**src/rtl/dmc_pkg.sv**
```systemverilog
// Constants, encodings and timing counts shared by the debug mode control block.
// Assumes a single 200 MHz system clock and an 8N1 character link at a fixed rate.
// What this block does
// - In debug state, CPU instruction fetch halts except when directed instructions execute.
// - System clock keeps running in debug state unless stop mode holds it stopped.
// - Enabled peripherals keep running in debug state except during stop mode.
// - Entering debug state wakes the device from halt mode automatically.
// - Watchdog gets refreshed continuously during debug state when it is enabled.
// - Host writing the debug state request bit to 1 enters debug state.
// - Executing the breakpoint opcode enters debug state.
// - With matching enabled, program counter equal to the countdown register enters debug.
// - With countdown enabled, the countdown register reaching zero enters debug state.
// - Debug link pin low when reset ends puts the device into debug state.
// - Clearing the debug state request bit leaves debug state, resuming fetch.
// - Power-on, brownout or reset pin reset leaves debug state.
// - Debug link pin driven low during stop mode causes a full system reset.
// - Link characters are one start bit, eight data bits LSB first, one stop bit.
package dmc_pkg;

    localparam int unsigned CLK_HZ = 200_000_000;
    localparam int unsigned LINK_BAUD_HZ = 115_200;
    localparam int unsigned BIT_CYCLES = CLK_HZ / LINK_BAUD_HZ;
    localparam int unsigned HALF_BIT_CYCLES = BIT_CYCLES / 2;
    localparam int unsigned BIT_CNT_W = 12;
    localparam logic [11:0] BIT_LAST = 12'(BIT_CYCLES - 1);
    localparam logic [11:0] HALF_LAST = 12'(HALF_BIT_CYCLES - 1);

    localparam int unsigned DATA_BITS = 8;
    localparam logic [2:0] DATA_LAST = 3'h7;

    // Host command codes
    localparam logic [7:0] CMD_WR_CTRL = 8'h04;
    localparam logic [7:0] CMD_RD_CTRL = 8'h05;
    localparam logic [7:0] CMD_WR_CNT = 8'h30;

    // Control byte layout
    localparam int unsigned CTRL_DBG_BIT = 7;
    localparam int unsigned CTRL_PCM_EN_BIT = 1;
    localparam int unsigned CTRL_CNT_EN_BIT = 0;
    localparam logic [7:0] CTRL_RESET = 8'h00;
    localparam logic [15:0] CNT_RESET = 16'h0000;
    localparam logic [15:0] CNT_ZERO = 16'h0000;
    localparam logic [15:0] CNT_ONE = 16'h0001;

    // Synchroniser depth before the reset-exit strap is trusted
    localparam logic [1:0] STRAP_WAIT = 2'h3;

    typedef enum logic [1:0]
    {
        DMC_RX_IDLE = 2'b00,
        DMC_RX_START = 2'b01,
        DMC_RX_DATA = 2'b10,
        DMC_RX_STOP = 2'b11
    } dmc_rx_e;

    typedef enum logic [1:0]
    {
        DMC_TX_IDLE = 2'b00,
        DMC_TX_START = 2'b01,
        DMC_TX_DATA = 2'b10,
        DMC_TX_STOP = 2'b11
    } dmc_tx_e;

    typedef enum logic [1:0]
    {
        DMC_CMD_IDLE = 2'b00,
        DMC_CMD_CTRL = 2'b01,
        DMC_CMD_CNT_HI = 2'b10,
        DMC_CMD_CNT_LO = 2'b11
    } dmc_cmd_e;

endpackage

```
**src/rtl/dmc_char_if.sv**
```systemverilog
// Character-level handshake between the link framer and the debug command logic.
// Assumes both ends run on clk_sys.
`timescale 1ns/1ps
`default_nettype none
interface dmc_char_if;
    logic [7:0] rx_data;
    logic rx_valid;
    logic rx_frame_err;
    logic [7:0] tx_data;
    logic tx_valid;
    logic tx_ready;

    modport framer
    (
        output rx_data,
        output rx_valid,
        output rx_frame_err,
        input tx_data,
        input tx_valid,
        output tx_ready
    );

    modport core
    (
        input rx_data,
        input rx_valid,
        input rx_frame_err,
        output tx_data,
        output tx_valid,
        input tx_ready
    );
endinterface
`default_nettype wire

```
**src/rtl/dmc_link_framer.sv**
```systemverilog
// Half-duplex 8N1 character framer for the single-wire debug link.
// Assumes link_level is already synchronised and filtered on clk_sys.
`timescale 1ns/1ps
`default_nettype none
module dmc_link_framer
(
    input wire logic clk_sys,
    input wire logic rst_n,
    input wire logic link_level,
    output logic link_drive_low,
    dmc_char_if.framer chr
);
    dmc_pkg::dmc_rx_e rx_state;
    dmc_pkg::dmc_tx_e tx_state;
    logic [11:0] rx_cnt;
    logic [2:0] rx_bit;
    logic [7:0] rx_shift;
    logic [11:0] tx_cnt;
    logic [2:0] tx_bit;
    logic [7:0] tx_shift;
    logic link_prev;
    logic rx_tick;
    logic tx_tick;

    assign rx_tick = (rx_cnt == 12'h000);
    assign tx_tick = (tx_cnt == dmc_pkg::BIT_LAST);
    assign chr.tx_ready = (tx_state == dmc_pkg::DMC_TX_IDLE);

    always_ff @(posedge clk_sys or negedge rst_n)
    begin
        if (!rst_n)
            link_prev <= 1'b1;
        else
            link_prev <= link_level;
    end

    // Receiver is muted while transmitting so it never decodes its own echo
    always_ff @(posedge clk_sys or negedge rst_n)
    begin
        if (!rst_n)
        begin
            rx_state <= dmc_pkg::DMC_RX_IDLE;
            rx_cnt <= 12'h000;
            rx_bit <= 3'h0;
            rx_shift <= 8'h00;
            chr.rx_data <= 8'h00;
            chr.rx_valid <= 1'b0;
            chr.rx_frame_err <= 1'b0;
        end
        else
        begin
            chr.rx_valid <= 1'b0;
            chr.rx_frame_err <= 1'b0;
            if (!rx_tick)
                rx_cnt <= rx_cnt - 12'h001;
            unique case (rx_state)
                dmc_pkg::DMC_RX_IDLE:
                begin
                    if (link_prev && !link_level && chr.tx_ready)
                    begin
                        rx_state <= dmc_pkg::DMC_RX_START;
                        rx_cnt <= dmc_pkg::HALF_LAST;
                    end
                end
                dmc_pkg::DMC_RX_START:
                begin
                    if (rx_tick)
                    begin
                        // A start bit gone high at mid-bit was a glitch
                        rx_state <= link_level ? dmc_pkg::DMC_RX_IDLE : dmc_pkg::DMC_RX_DATA;
                        rx_cnt <= dmc_pkg::BIT_LAST;
                        rx_bit <= 3'h0;
                    end
                end
                dmc_pkg::DMC_RX_DATA:
                begin
                    if (rx_tick)
                    begin
                        rx_shift <= {link_level, rx_shift[7:1]};
                        rx_cnt <= dmc_pkg::BIT_LAST;
                        rx_bit <= rx_bit + 3'h1;
                        if (rx_bit == dmc_pkg::DATA_LAST)
                            rx_state <= dmc_pkg::DMC_RX_STOP;
                    end
                end
                dmc_pkg::DMC_RX_STOP:
                begin
                    if (rx_tick)
                    begin
                        rx_state <= dmc_pkg::DMC_RX_IDLE;
                        chr.rx_data <= rx_shift;
                        chr.rx_valid <= link_level;
                        chr.rx_frame_err <= !link_level;
                    end
                end
            endcase
        end
    end

    always_ff @(posedge clk_sys or negedge rst_n)
    begin
        if (!rst_n)
        begin
            tx_state <= dmc_pkg::DMC_TX_IDLE;
            tx_cnt <= 12'h000;
            tx_bit <= 3'h0;
            tx_shift <= 8'h00;
            link_drive_low <= 1'b0;
        end
        else
        begin
            tx_cnt <= tx_tick ? 12'h000 : tx_cnt + 12'h001;
            unique case (tx_state)
                dmc_pkg::DMC_TX_IDLE:
                begin
                    tx_cnt <= 12'h000;
                    if (chr.tx_valid)
                    begin
                        tx_shift <= chr.tx_data;
                        tx_state <= dmc_pkg::DMC_TX_START;
                        link_drive_low <= 1'b1;
                    end
                end
                dmc_pkg::DMC_TX_START:
                begin
                    if (tx_tick)
                    begin
                        tx_state <= dmc_pkg::DMC_TX_DATA;
                        tx_bit <= 3'h0;
                        link_drive_low <= !tx_shift[0];
                        tx_shift <= {1'b0, tx_shift[7:1]};
                    end
                end
                dmc_pkg::DMC_TX_DATA:
                begin
                    if (tx_tick)
                    begin
                        tx_bit <= tx_bit + 3'h1;
                        if (tx_bit == dmc_pkg::DATA_LAST)
                        begin
                            tx_state <= dmc_pkg::DMC_TX_STOP;
                            link_drive_low <= 1'b0;
                        end
                        else
                        begin
                            link_drive_low <= !tx_shift[0];
                            tx_shift <= {1'b0, tx_shift[7:1]};
                        end
                    end
                end
                dmc_pkg::DMC_TX_STOP:
                begin
                    if (tx_tick)
                        tx_state <= dmc_pkg::DMC_TX_IDLE;
                end
            endcase
        end
    end
endmodule
`default_nettype wire

```
**src/rtl/dmc_debug_mode_control.sv**
```systemverilog
// Debug state entry and exit control with its single-wire host command link.
// Assumes rst_n combines power-on, brownout and reset-pin resets, and CPU-side
// inputs are synchronous to clk_sys; the link pin is asynchronous.
`timescale 1ns/1ps
`default_nettype none
module dmc_debug_mode_control
(
    input wire logic clk_sys,
    input wire logic rst_n,
    input wire logic debug_link_pin_in,
    output logic debug_link_pin_out,
    output logic debug_link_pin_oe,
    input wire logic breakpoint_opcode,
    input wire logic [15:0] pc_value,
    input wire logic instr_done,
    input wire logic debug_exec_req,
    input wire logic stop_mode,
    input wire logic wdt_enable,
    output logic debug_state,
    output logic cpu_fetch_halt,
    output logic sys_clock_run,
    output logic periph_run,
    output logic halt_exit,
    output logic wdt_refresh,
    output logic system_reset_req,
    output logic [15:0] debug_countdown_register,
    output logic [7:0] debug_control
);
    dmc_char_if chr();

    logic pin_s1;
    logic pin_s2;
    logic pin_s3;
    logic link_level;
    logic link_level_d;
    logic link_drive_low;
    logic [1:0] strap_cnt;
    logic strap_done;
    logic strap_enter;
    logic pc_match_en;
    logic countdown_en;
    logic pc_hit;
    logic cnt_step;
    logic cnt_hit;
    logic enter_event;
    logic host_ctrl_wr;
    logic [7:0] host_wdata;
    logic host_cnt_wr;
    logic [7:0] cnt_hi;
    logic debug_state_d;
    logic [7:0] reply_data;
    logic reply_valid;
    dmc_pkg::dmc_cmd_e cmd_state;

    dmc_link_framer u_framer
    (
        .clk_sys(clk_sys),
        .rst_n(rst_n),
        .link_level(link_level),
        .link_drive_low(link_drive_low),
        .chr(chr.framer)
    );

    // Open-drain: only a low is ever driven
    assign debug_link_pin_out = 1'b0;
    assign debug_link_pin_oe = link_drive_low;
    assign chr.tx_data = reply_data;
    assign chr.tx_valid = reply_valid;

    always_ff @(posedge clk_sys or negedge rst_n)
    begin
        if (!rst_n)
        begin
            pin_s1 <= 1'b1;
            pin_s2 <= 1'b1;
            pin_s3 <= 1'b1;
            link_level <= 1'b1;
            link_level_d <= 1'b1;
        end
        else
        begin
            pin_s1 <= debug_link_pin_in;
            pin_s2 <= pin_s1;
            pin_s3 <= pin_s2;
            if (pin_s2 == pin_s3)
                link_level <= pin_s2;
            link_level_d <= link_level;
        end
    end

    // The pin is only trusted once the synchroniser has refilled after reset
    always_ff @(posedge clk_sys or negedge rst_n)
    begin
        if (!rst_n)
        begin
            strap_cnt <= 2'h0;
            strap_done <= 1'b0;
            strap_enter <= 1'b0;
        end
        else
        begin
            strap_enter <= 1'b0;
            if (strap_cnt != dmc_pkg::STRAP_WAIT)
                strap_cnt <= strap_cnt + 2'h1;
            else if (!strap_done)
            begin
                // Third stage holds its reset value until now, so sample only once both agree
                strap_done <= 1'b1;
                strap_enter <= !pin_s2 && !pin_s3;
            end
        end
    end

    // Host command decoding
    always_ff @(posedge clk_sys or negedge rst_n)
    begin
        if (!rst_n)
        begin
            cmd_state <= dmc_pkg::DMC_CMD_IDLE;
            host_ctrl_wr <= 1'b0;
            host_cnt_wr <= 1'b0;
            host_wdata <= 8'h00;
            cnt_hi <= 8'h00;
        end
        else
        begin
            host_ctrl_wr <= 1'b0;
            host_cnt_wr <= 1'b0;
            if (chr.rx_frame_err)
                cmd_state <= dmc_pkg::DMC_CMD_IDLE;
            else if (chr.rx_valid)
            begin
                unique case (cmd_state)
                    dmc_pkg::DMC_CMD_IDLE:
                    begin
                        if (chr.rx_data == dmc_pkg::CMD_WR_CTRL)
                            cmd_state <= dmc_pkg::DMC_CMD_CTRL;
                        else if (chr.rx_data == dmc_pkg::CMD_WR_CNT)
                            cmd_state <= dmc_pkg::DMC_CMD_CNT_HI;
                    end
                    dmc_pkg::DMC_CMD_CTRL:
                    begin
                        host_wdata <= chr.rx_data;
                        host_ctrl_wr <= 1'b1;
                        cmd_state <= dmc_pkg::DMC_CMD_IDLE;
                    end
                    dmc_pkg::DMC_CMD_CNT_HI:
                    begin
                        cnt_hi <= chr.rx_data;
                        cmd_state <= dmc_pkg::DMC_CMD_CNT_LO;
                    end
                    dmc_pkg::DMC_CMD_CNT_LO:
                    begin
                        host_wdata <= chr.rx_data;
                        host_cnt_wr <= 1'b1;
                        cmd_state <= dmc_pkg::DMC_CMD_IDLE;
                    end
                endcase
            end
        end
    end

    // Read-back of the control byte; a read arriving while one is pending is dropped
    always_ff @(posedge clk_sys or negedge rst_n)
    begin
        if (!rst_n)
        begin
            reply_valid <= 1'b0;
            reply_data <= 8'h00;
        end
        else if (reply_valid && chr.tx_ready)
            reply_valid <= 1'b0;
        else if (!reply_valid && chr.rx_valid && cmd_state == dmc_pkg::DMC_CMD_IDLE
                 && chr.rx_data == dmc_pkg::CMD_RD_CTRL)
        begin
            reply_valid <= 1'b1;
            reply_data <= debug_control;
        end
    end

    assign pc_hit = pc_match_en && !debug_state && (pc_value == debug_countdown_register);
    assign cnt_step = countdown_en && !debug_state && instr_done
                      && (debug_countdown_register != dmc_pkg::CNT_ZERO);
    assign cnt_hit = cnt_step && (debug_countdown_register == dmc_pkg::CNT_ONE);
    assign enter_event = breakpoint_opcode || pc_hit || cnt_hit || strap_enter;

    always_ff @(posedge clk_sys or negedge rst_n)
    begin
        if (!rst_n)
            debug_countdown_register <= dmc_pkg::CNT_RESET;
        else if (host_cnt_wr)
            debug_countdown_register <= {cnt_hi, host_wdata};
        else if (cnt_step)
            debug_countdown_register <= debug_countdown_register - dmc_pkg::CNT_ONE;
    end

    // Reset clears the state bit and both entry enables
    always_ff @(posedge clk_sys or negedge rst_n)
    begin
        if (!rst_n)
        begin
            debug_state <= dmc_pkg::CTRL_RESET[dmc_pkg::CTRL_DBG_BIT];
            pc_match_en <= dmc_pkg::CTRL_RESET[dmc_pkg::CTRL_PCM_EN_BIT];
            countdown_en <= dmc_pkg::CTRL_RESET[dmc_pkg::CTRL_CNT_EN_BIT];
        end
        else
        begin
            // A hardware entry in the same cycle as a host clear wins
            if (enter_event)
                debug_state <= 1'b1;
            else if (host_ctrl_wr)
                debug_state <= host_wdata[dmc_pkg::CTRL_DBG_BIT];
            if (host_ctrl_wr)
            begin
                pc_match_en <= host_wdata[dmc_pkg::CTRL_PCM_EN_BIT];
                countdown_en <= host_wdata[dmc_pkg::CTRL_CNT_EN_BIT];
            end
        end
    end

    always_comb
    begin
        debug_control = 8'h00;
        debug_control[dmc_pkg::CTRL_DBG_BIT] = debug_state;
        debug_control[dmc_pkg::CTRL_PCM_EN_BIT] = pc_match_en;
        debug_control[dmc_pkg::CTRL_CNT_EN_BIT] = countdown_en;
    end

    always_ff @(posedge clk_sys or negedge rst_n)
    begin
        if (!rst_n)
        begin
            debug_state_d <= 1'b0;
            halt_exit <= 1'b0;
            wdt_refresh <= 1'b0;
            system_reset_req <= 1'b0;
        end
        else
        begin
            debug_state_d <= debug_state;
            halt_exit <= debug_state && !debug_state_d;
            wdt_refresh <= debug_state && wdt_enable;
            system_reset_req <= stop_mode && link_level_d && !link_level;
        end
    end

    assign cpu_fetch_halt = debug_state && !debug_exec_req;
    assign sys_clock_run = !stop_mode;
    assign periph_run = !stop_mode;
endmodule
`default_nettype wire

```
**config.mk**
```make
export PLATFORM = sky130hd
export DESIGN_NAME = dmc_debug_mode_control
export DESIGN_NICKNAME = d
export VERILOG_FILES = /design/src/rtl/dmc_pkg.sv /design/src/rtl/dmc_char_if.sv /design/src/rtl/dmc_link_framer.sv /design/src/rtl/dmc_debug_mode_control.sv
export SDC_FILE = /design/constraint.sdc
export NUM_CORES = 1
export LEC_CHECK = 0
export ABC_AREA = 1
export BUFFER_PORTS_ARGS = -buffer_cell sky130_fd_sc_hd__buf_2
export CAP_MARGIN = 20
export CORE_ASPECT_RATIO = 2
export CORE_MARGIN = 5
export CORE_UTILIZATION = 28
export CTS_BUF_LIST = sky130_fd_sc_hd__clkbuf_8
export CTS_CLUSTER_SIZE = 24
export DETAILED_ROUTE_END_ITERATION = 8
export GPL_ROUTABILITY_DRIVEN = 1
export GPL_TIMING_DRIVEN = 0
export PLACE_DENSITY_LB_ADDON = 0.08
export SLEW_MARGIN = 20
export SYNTH_ARGS = -nofsm -noshare
export SYNTH_HDL_FRONTEND = slang
export SYNTH_SLANG_ARGS = --single-unit
```
**constraint.sdc**
```tcl
create_clock -name clk_sys -period 3.15 [get_ports clk_sys]
set_clock_uncertainty 0.05 [all_clocks]
set_input_delay 0.1575 -clock clk_sys [delete_from_list [all_inputs] [get_ports clk_sys]]
set_output_delay 0.1575 -clock clk_sys [all_outputs]
set_load 0.005 [all_outputs]
```
After elaboration in Yosys (flattened, before gate mapping)

Index checks and enable logic that the tools add are counted.

Bits in registers: 117
Input bits: 24
Output and inout bits: 33
Word-level logic and storage cells: 188

Add/subtract/negate cells: 6
Eq/ne operators: 31
Mux-type cells: 58
Bitwise logic cells: 2
Reductions and logical operators: 56

Operator list:

| kind                                                                     | number |
|---|---|
| 12-bit 2-to-1 mux                                                        | 5 |
| 16-bit 2-to-1 mux                                                        | 2 |
| 8-bit 2-to-1 mux                                                         | 4 |
| 2-bit 2-to-1 mux                                                         | 15 |
| 12-bit one-hot mux with 2 select lines                                   | 1 |
| 8-bit one-hot mux with 3 select lines                                    | 1 |
| 1-bit 2-to-1 mux                                                         | 20 |
| 2-bit by 1-bit inequality test with 1-bit output (second input constant) | 10 |
| 1-bit logical AND                                                        | 18 |
| 16-bit by 1-bit == test with 1-bit output (second input constant)        | 1 |
| 16-bit == test                                                           | 1 |
| 8-bit by 3-bit == test with 1-bit output (second input constant)         | 2 |
| 2-bit one-hot mux with 4 select lines                                    | 2 |
| 16-bit nonzero test                                                      | 1 |
| 16-bit by 1-bit subtractor with 16-bit output (second input constant)    | 1 |
| 5-bit AND reduction                                                      | 3 |
| 12-bit by 1-bit adder with 12-bit output (second input constant)         | 1 |
| 12-bit by 11-bit == test with 1-bit output (second input constant)       | 1 |
| 2-bit == test (second input constant)                                    | 6 |
| 12-bit zero test                                                         | 1 |
| 3-bit 2-to-1 mux                                                         | 4 |
| 3-bit one-hot mux with 2 select lines                                    | 2 |
| 3-bit AND reduction                                                      | 4 |
| 2-bit nonzero test                                                       | 6 |
| 19 further kinds                                                         | 41 |

Depth between registers and ports, before layout

Depth in word-level cells: 8
Depth in mapped cells: 10
Depth with buffers taken out: 9

Cells and area by module

Synthesis repeated with hierarchy kept, for this count alone.

Cells, all modules: 812
Area total of the unflattened synthesis: 6,516.2 µm²

Modules (own cells, without submodules):

| module                 | times used | cells each | area an instance (µm²) | seq. area each (µm²) |
|---|---|---|---|---|
| dmc_link_framer        | 1          | 397        | 3,374.5                | 1,552.7 |
| dmc_debug_mode_control | 1          | 415        | 3,141.8                | 1,407.6 |

Worst setup path after synthesis

Ideal clock, no wire load.

Kind: reg2reg
Start: register u_framer.rx_cnt[0]
End: register u_framer.rx_cnt[0]
Setup time: 0.138 ns
Arrival time: 1.542 ns
Required time: 2.962 ns
Path slack: 1.421 ns
Stages on the path, launching flop included: 10
Buffers on the path: 1
Clock period less this slack: 1.729 ns
Cells stage by stage: dfrtp_1 > inv_1 > ha_1 > nand2_2 > nor2_4 > nand2_4 > buf_2 > ha_1 > nand2_1 > o211ai_1

Word-level cells in the longest chain between the ends: 4
Elaborated cells on any way between the ends: 6
Those cells by class: add/sub (1); mux (4); reduce/logical (1)

RTL lines:

| element                                                                                  | RTL line                                                            | source |
|---|---|---|
| start, declared                                                                          | dmc_link_framer.sv:15                                               | `logic [11:0] rx_cnt;` |
| start signal, assigned                                                                   | dmc_link_framer.sv:55                                               | `rx_cnt <= rx_cnt - 12'h001;` |
| start signal, assigned                                                                   | dmc_link_framer.sv:62                                               | `rx_cnt <= dmc_pkg::HALF_LAST;` |
| start signal, assigned                                                                   | dmc_link_framer.sv:71                                               | `rx_cnt <= dmc_pkg::BIT_LAST;` |
| 12-bit by 1-bit subtractor with 12-bit output / 12-bit zero test (equally long branches) | dmc_link_framer.sv:55, dmc_link_framer.sv:25                        |  |
| 12-bit 2-to-1 mux                                                                        | dmc_link_framer.sv:54                                               | `if (!rx_tick)` |
| 12-bit 2-to-1 mux, on equally long branches                                              | dmc_link_framer.sv:67, dmc_link_framer.sv:77, dmc_link_framer.sv:59 |  |
| 12-bit one-hot mux with 2 select lines *                                                 | dmc_link_framer.sv:56                                               | `unique case (rx_state)` |

Mark *: on every way between the ends. The rest lies on a longest branch, timed or not.
A chain may end at the register's enable or synchronous reset.

Worst setup path after layout

Same ends and word-level chain as after synthesis.

==> key figures <==
Detailed routing
  • Routed Wire Length: 16,200 um
  • Antenna Nets Post-Route: 0
  • Initial drt markers: 187
  • Vias: 5,024
  • Routed vias/inst: around 4.5
  • # DRC: 0
  • WL per Instance: 14.4 um
  • Drt pass-1 iters: 4

Floorplan
  • Vert. Die Dim: 221 um
  • # rows: 77
  • I/O pin count: 57
  • Die Area: 25,400 um^2
  • Width of the die: 115 um
  • Core area: 22,000 um^2
  • Initial core utilization: 28.3%

Logic synthesis
  • Yosys warning total: 0
  • Mean Syn Cell Area: between 8 and 9 um^2
  • Synth cell count leaders: 213 x nand2_1, 112 x dfrtp_1, 80 x nor2_1
  • Sequential area share after synthesis: 47.2%
  • Post-Syn Area: roughly 6200 um^2
  • Yosys top cell by area: dfrtp_1
  • Top-count cell post-synth: nand2_1
  • Synth area leaders: dfrtp_1 45%, nand2_1 13%, nor2_1 4.8%
  • Syn Inst Count: approximately 760
  • Main synth FF type: dfrtp_1
  • Post-synthesis sequential element count: approximately 120
  • EDFF count, synth: 0
  • Async set-reset flop share out of synthesis: 100%
  • Cell variety after synth: 43
  • Area share of the largest cell type after synthesis: approximately 45%

Global routing
  • Total GRT Usage: between 10% and 20%
  • Vias in the first global route: roughly 5,300
  • Largest net degree at the start of global routing: 61
  • First-pass GRT wire length: 26,900 um
  • Global route total overflow: 0
  • Initial antenna violation count: 0

Layout
  • ANT cells: 0
  • Register area: between 2000 and 3000 um^2
  • Nets: 880
  • Area of the multi-input gates: 2820 um^2
  • Area grow syn2layout: 17.2%
  • Layout cell share with drive strength beyond 1: between 10% and 20%
  • Post-layout util: 33.1%
  • Fillers: 2,327
  • Post-Layout Cell Count: 1,123

Clock tree
  • CTS tree: built
  • CTS Sinks: 117
  • Clk_lat worst skew: ~440 ps
  • H-tree lvl count: 4
  • CTS Buf Count: 17
  • Max Root-Sink Buffers: 2
  • Root Buffer: clkbuf_8
  • Clock-pin slew on the worst setup and hold paths: 70 ps
  • CTS resizes: 0

Worst setup path
  • CP endpoint kind: flip-flop
  • CP max FO: 10
  • Crit path buf inv count: 2
  • Worst reg-to-reg path cell count: 9
  • Max incr delay on CP: about 400 ps
  • Delay-heaviest family, CP: simple AND/OR/NAND/NOR gates
  • Worst path slowest cell: dfrtp_1
  • WP depth: 9
  • Critical path class: reg2reg
  • Worst Setup Start Kind: flip-flop
  • CP Cell Sequence: inv_1 > ha_1 > nand2_2 > nor2_4 > nand2_4 > buf_2 > ha_1 > nand2_1 > o211ai_1
  • Worst EP required: 3400 ps
  • WP data arrival: ~2200 ps
  • Most frequent CP cell: ha_1

Timing
  • Worst-margin pin slew: 591 ps
  • Final hold slack: approximately 160 ps
  • Min Clock Period, post-route: 1980 ps
  • Final hold vios: 0
  • # setup viols final: 0
  • Slew Viols, Final: 0
  • Final worst slack: ~1200 ps
  • RSZ-0062 raised after global routing: no
  • Total negative slack: 0 ps
  • Max Freq: 505 MHz
  • Relative slew margins: 60.6%
  • Tcrit/Tclk final: 62.8%

Place
  • GPL Wtd Cong: 0.865
  • Worst slack at placement: 1160 ps
  • Post-DP HPWL: 12,600 um
  • Number of port buffers: 50
  • DP Cell Count: 1,087

Hold path
  • Hold path cells: 6
  • Hold Path Class: in2reg

Power and ir drop
  • Leak: 3.55 nW
  • Pwr Density: around 530 nW/um^2
  • VDD IR-drop max: 0.359 mV

Flow run
  • Max Cap Violations: 0

Status
  • Run status: finished, final reports clean
## per-stage QoR
step / instance area (um^2) / power [W]
3_3_place_gp: 6830 / 0.00254
4_1_cts: 7280 / 0.00395
5_1_grt: 7280 / 0.00413
6_report: 7280 / 0.00386
3_5_place_dp: 6860 / 0.00256
2_1_floorplan: 6230 / 0.00230
## metal layers
layer / vias to the layer above / track usage [%] / share of wire (%) / wire length, um
li1: 2537 / - / - / -
met1: 2380 / 12.8 / 35 / 5620
met2: 84 / 27.3 / 59 / 9490
met3: 23 / 3.28 / 3.3 / 543
met4: 0 / 6.85 / 3.5 / 563
met5: - / 0 / 0 / 0
## cell usage in the layout (no fill, tap or decap), types with 3 or more instances in the layout
cell type      synthesis  final
o21ai_0               40     40
o22ai_1                3      3
o21ai_2                8      8
xor2_1                18     18
inv_1                 75     78
xnor2_1                9      9
ha_1                  22     22
nor3b_1                4      4
buf_2                  3     52
conb_1                 1      6
nand4_1               12     12
clkbuf_8               0     19
buf_6                  4      5
clkinv_2               0      6
nor3_1                 6      6
buf_4                 12     12
nand2_4                3      3
o21ai_1               21     21
or2_2                  4      4
clkbuf_1               8      8
nand2_2                8      8
nor2_4                 5      5
o211ai_1               4      4
nor2_1                80     80
nand3_1               42     42
nand2_1              213    213
dlygate4sd3_1          0      4
inv_2                  4      4
nor2_2                 6      6
dfstp_2                5      5
a21oi_1                7      7
dfrtp_1              112    112
## where the power goes
| part | internal, W | total, W | switching, W |
|---|---|---|---|
| Clock | 0.000725 | 0.00134 | 0.000612 |
| Combinational | 0.000284 | 0.000835 | 0.000551 |
| Sequential | 0.00160 | 0.00169 | 0.0000838 |
| Total | 0.00261 | 0.00386 | 0.00125 |
## logic make-up after synthesis
family | synth area share [%]
muxes | 0.504
adders and majority gates | 4.43
AOI/OAI and AO/OA | 8.30
other | 0.0604
DFF | 47.2
and+or+nand+nor | 28.0
xor gates and xnor gates | 3.81
buffers and inverters | 7.67
## layout make-up
cell class | count | share of cell area [%]
Buffer | 27 | 2.48
Clock buffer | 19 | 3.59
Clock inverter | 13 | 1.60
Inverter | 79 | 4.07
Multi-Input combinational cell | 537 | 38.7
Sequential cell | 117 | 40.3
Tap cell | 276 | 4.74
Timing Repair Buffer | 55 | 4.45
## worst paths after layout
check	from	end	slack (ps)
min	breakpoint_opcode	debug_state$_DFFE_PN0P_	160
max in group asynchronous	rst_n	link_level$_DFFE_PN1N_	2130
min reg2reg	pin_s1$_DFF_PN1_	pin_s2$_DFF_PN1_	310
max	u_framer.rx_cnt[0]$_DFF_PN0_	u_framer.rx_cnt[0]$_DFF_PN0_	1170
max reg2reg	u_framer.rx_cnt[0]$_DFF_PN0_	u_framer.rx_cnt[0]$_DFF_PN0_	1170
min in group asynchronous	rst_n	u_framer.rx_cnt[11]$_DFF_PN0_	200
## flip-flops by register name (all words and copies together), names as in the netlist, 2 cells and up, named ones only
name,flops
chr.tx_data,3
cmd_state,2
cnt_hi,8
debug_countdown_register,16
host_wdata,8
strap_cnt,2
u_framer.chr.rx_data,8
u_framer.rx_bit,3
u_framer.rx_cnt,12
u_framer.rx_shift,8
u_framer.tx_bit,3
u_framer.tx_cnt,12
u_framer.tx_shift,8
u_framer.tx_state,2
## repair_timing
item / CTS / global route
endpoints found under the setup margin: 0 / 0
setup buffers: 0 / 0
hold endpoints to repair: 59 / 0
hold buffers: 4 / 0
## worst reg2reg max path, cell delays in order, from the launching register on
cell	delay (ps)
dfrtp_1	400
inv_1	70
ha_1	200
nand2_2	120
nor2_4	200
nand2_4	120
buf_2	230
ha_1	300
nand2_1	70
o211ai_1	90
(Power assumes the default switching activity.)
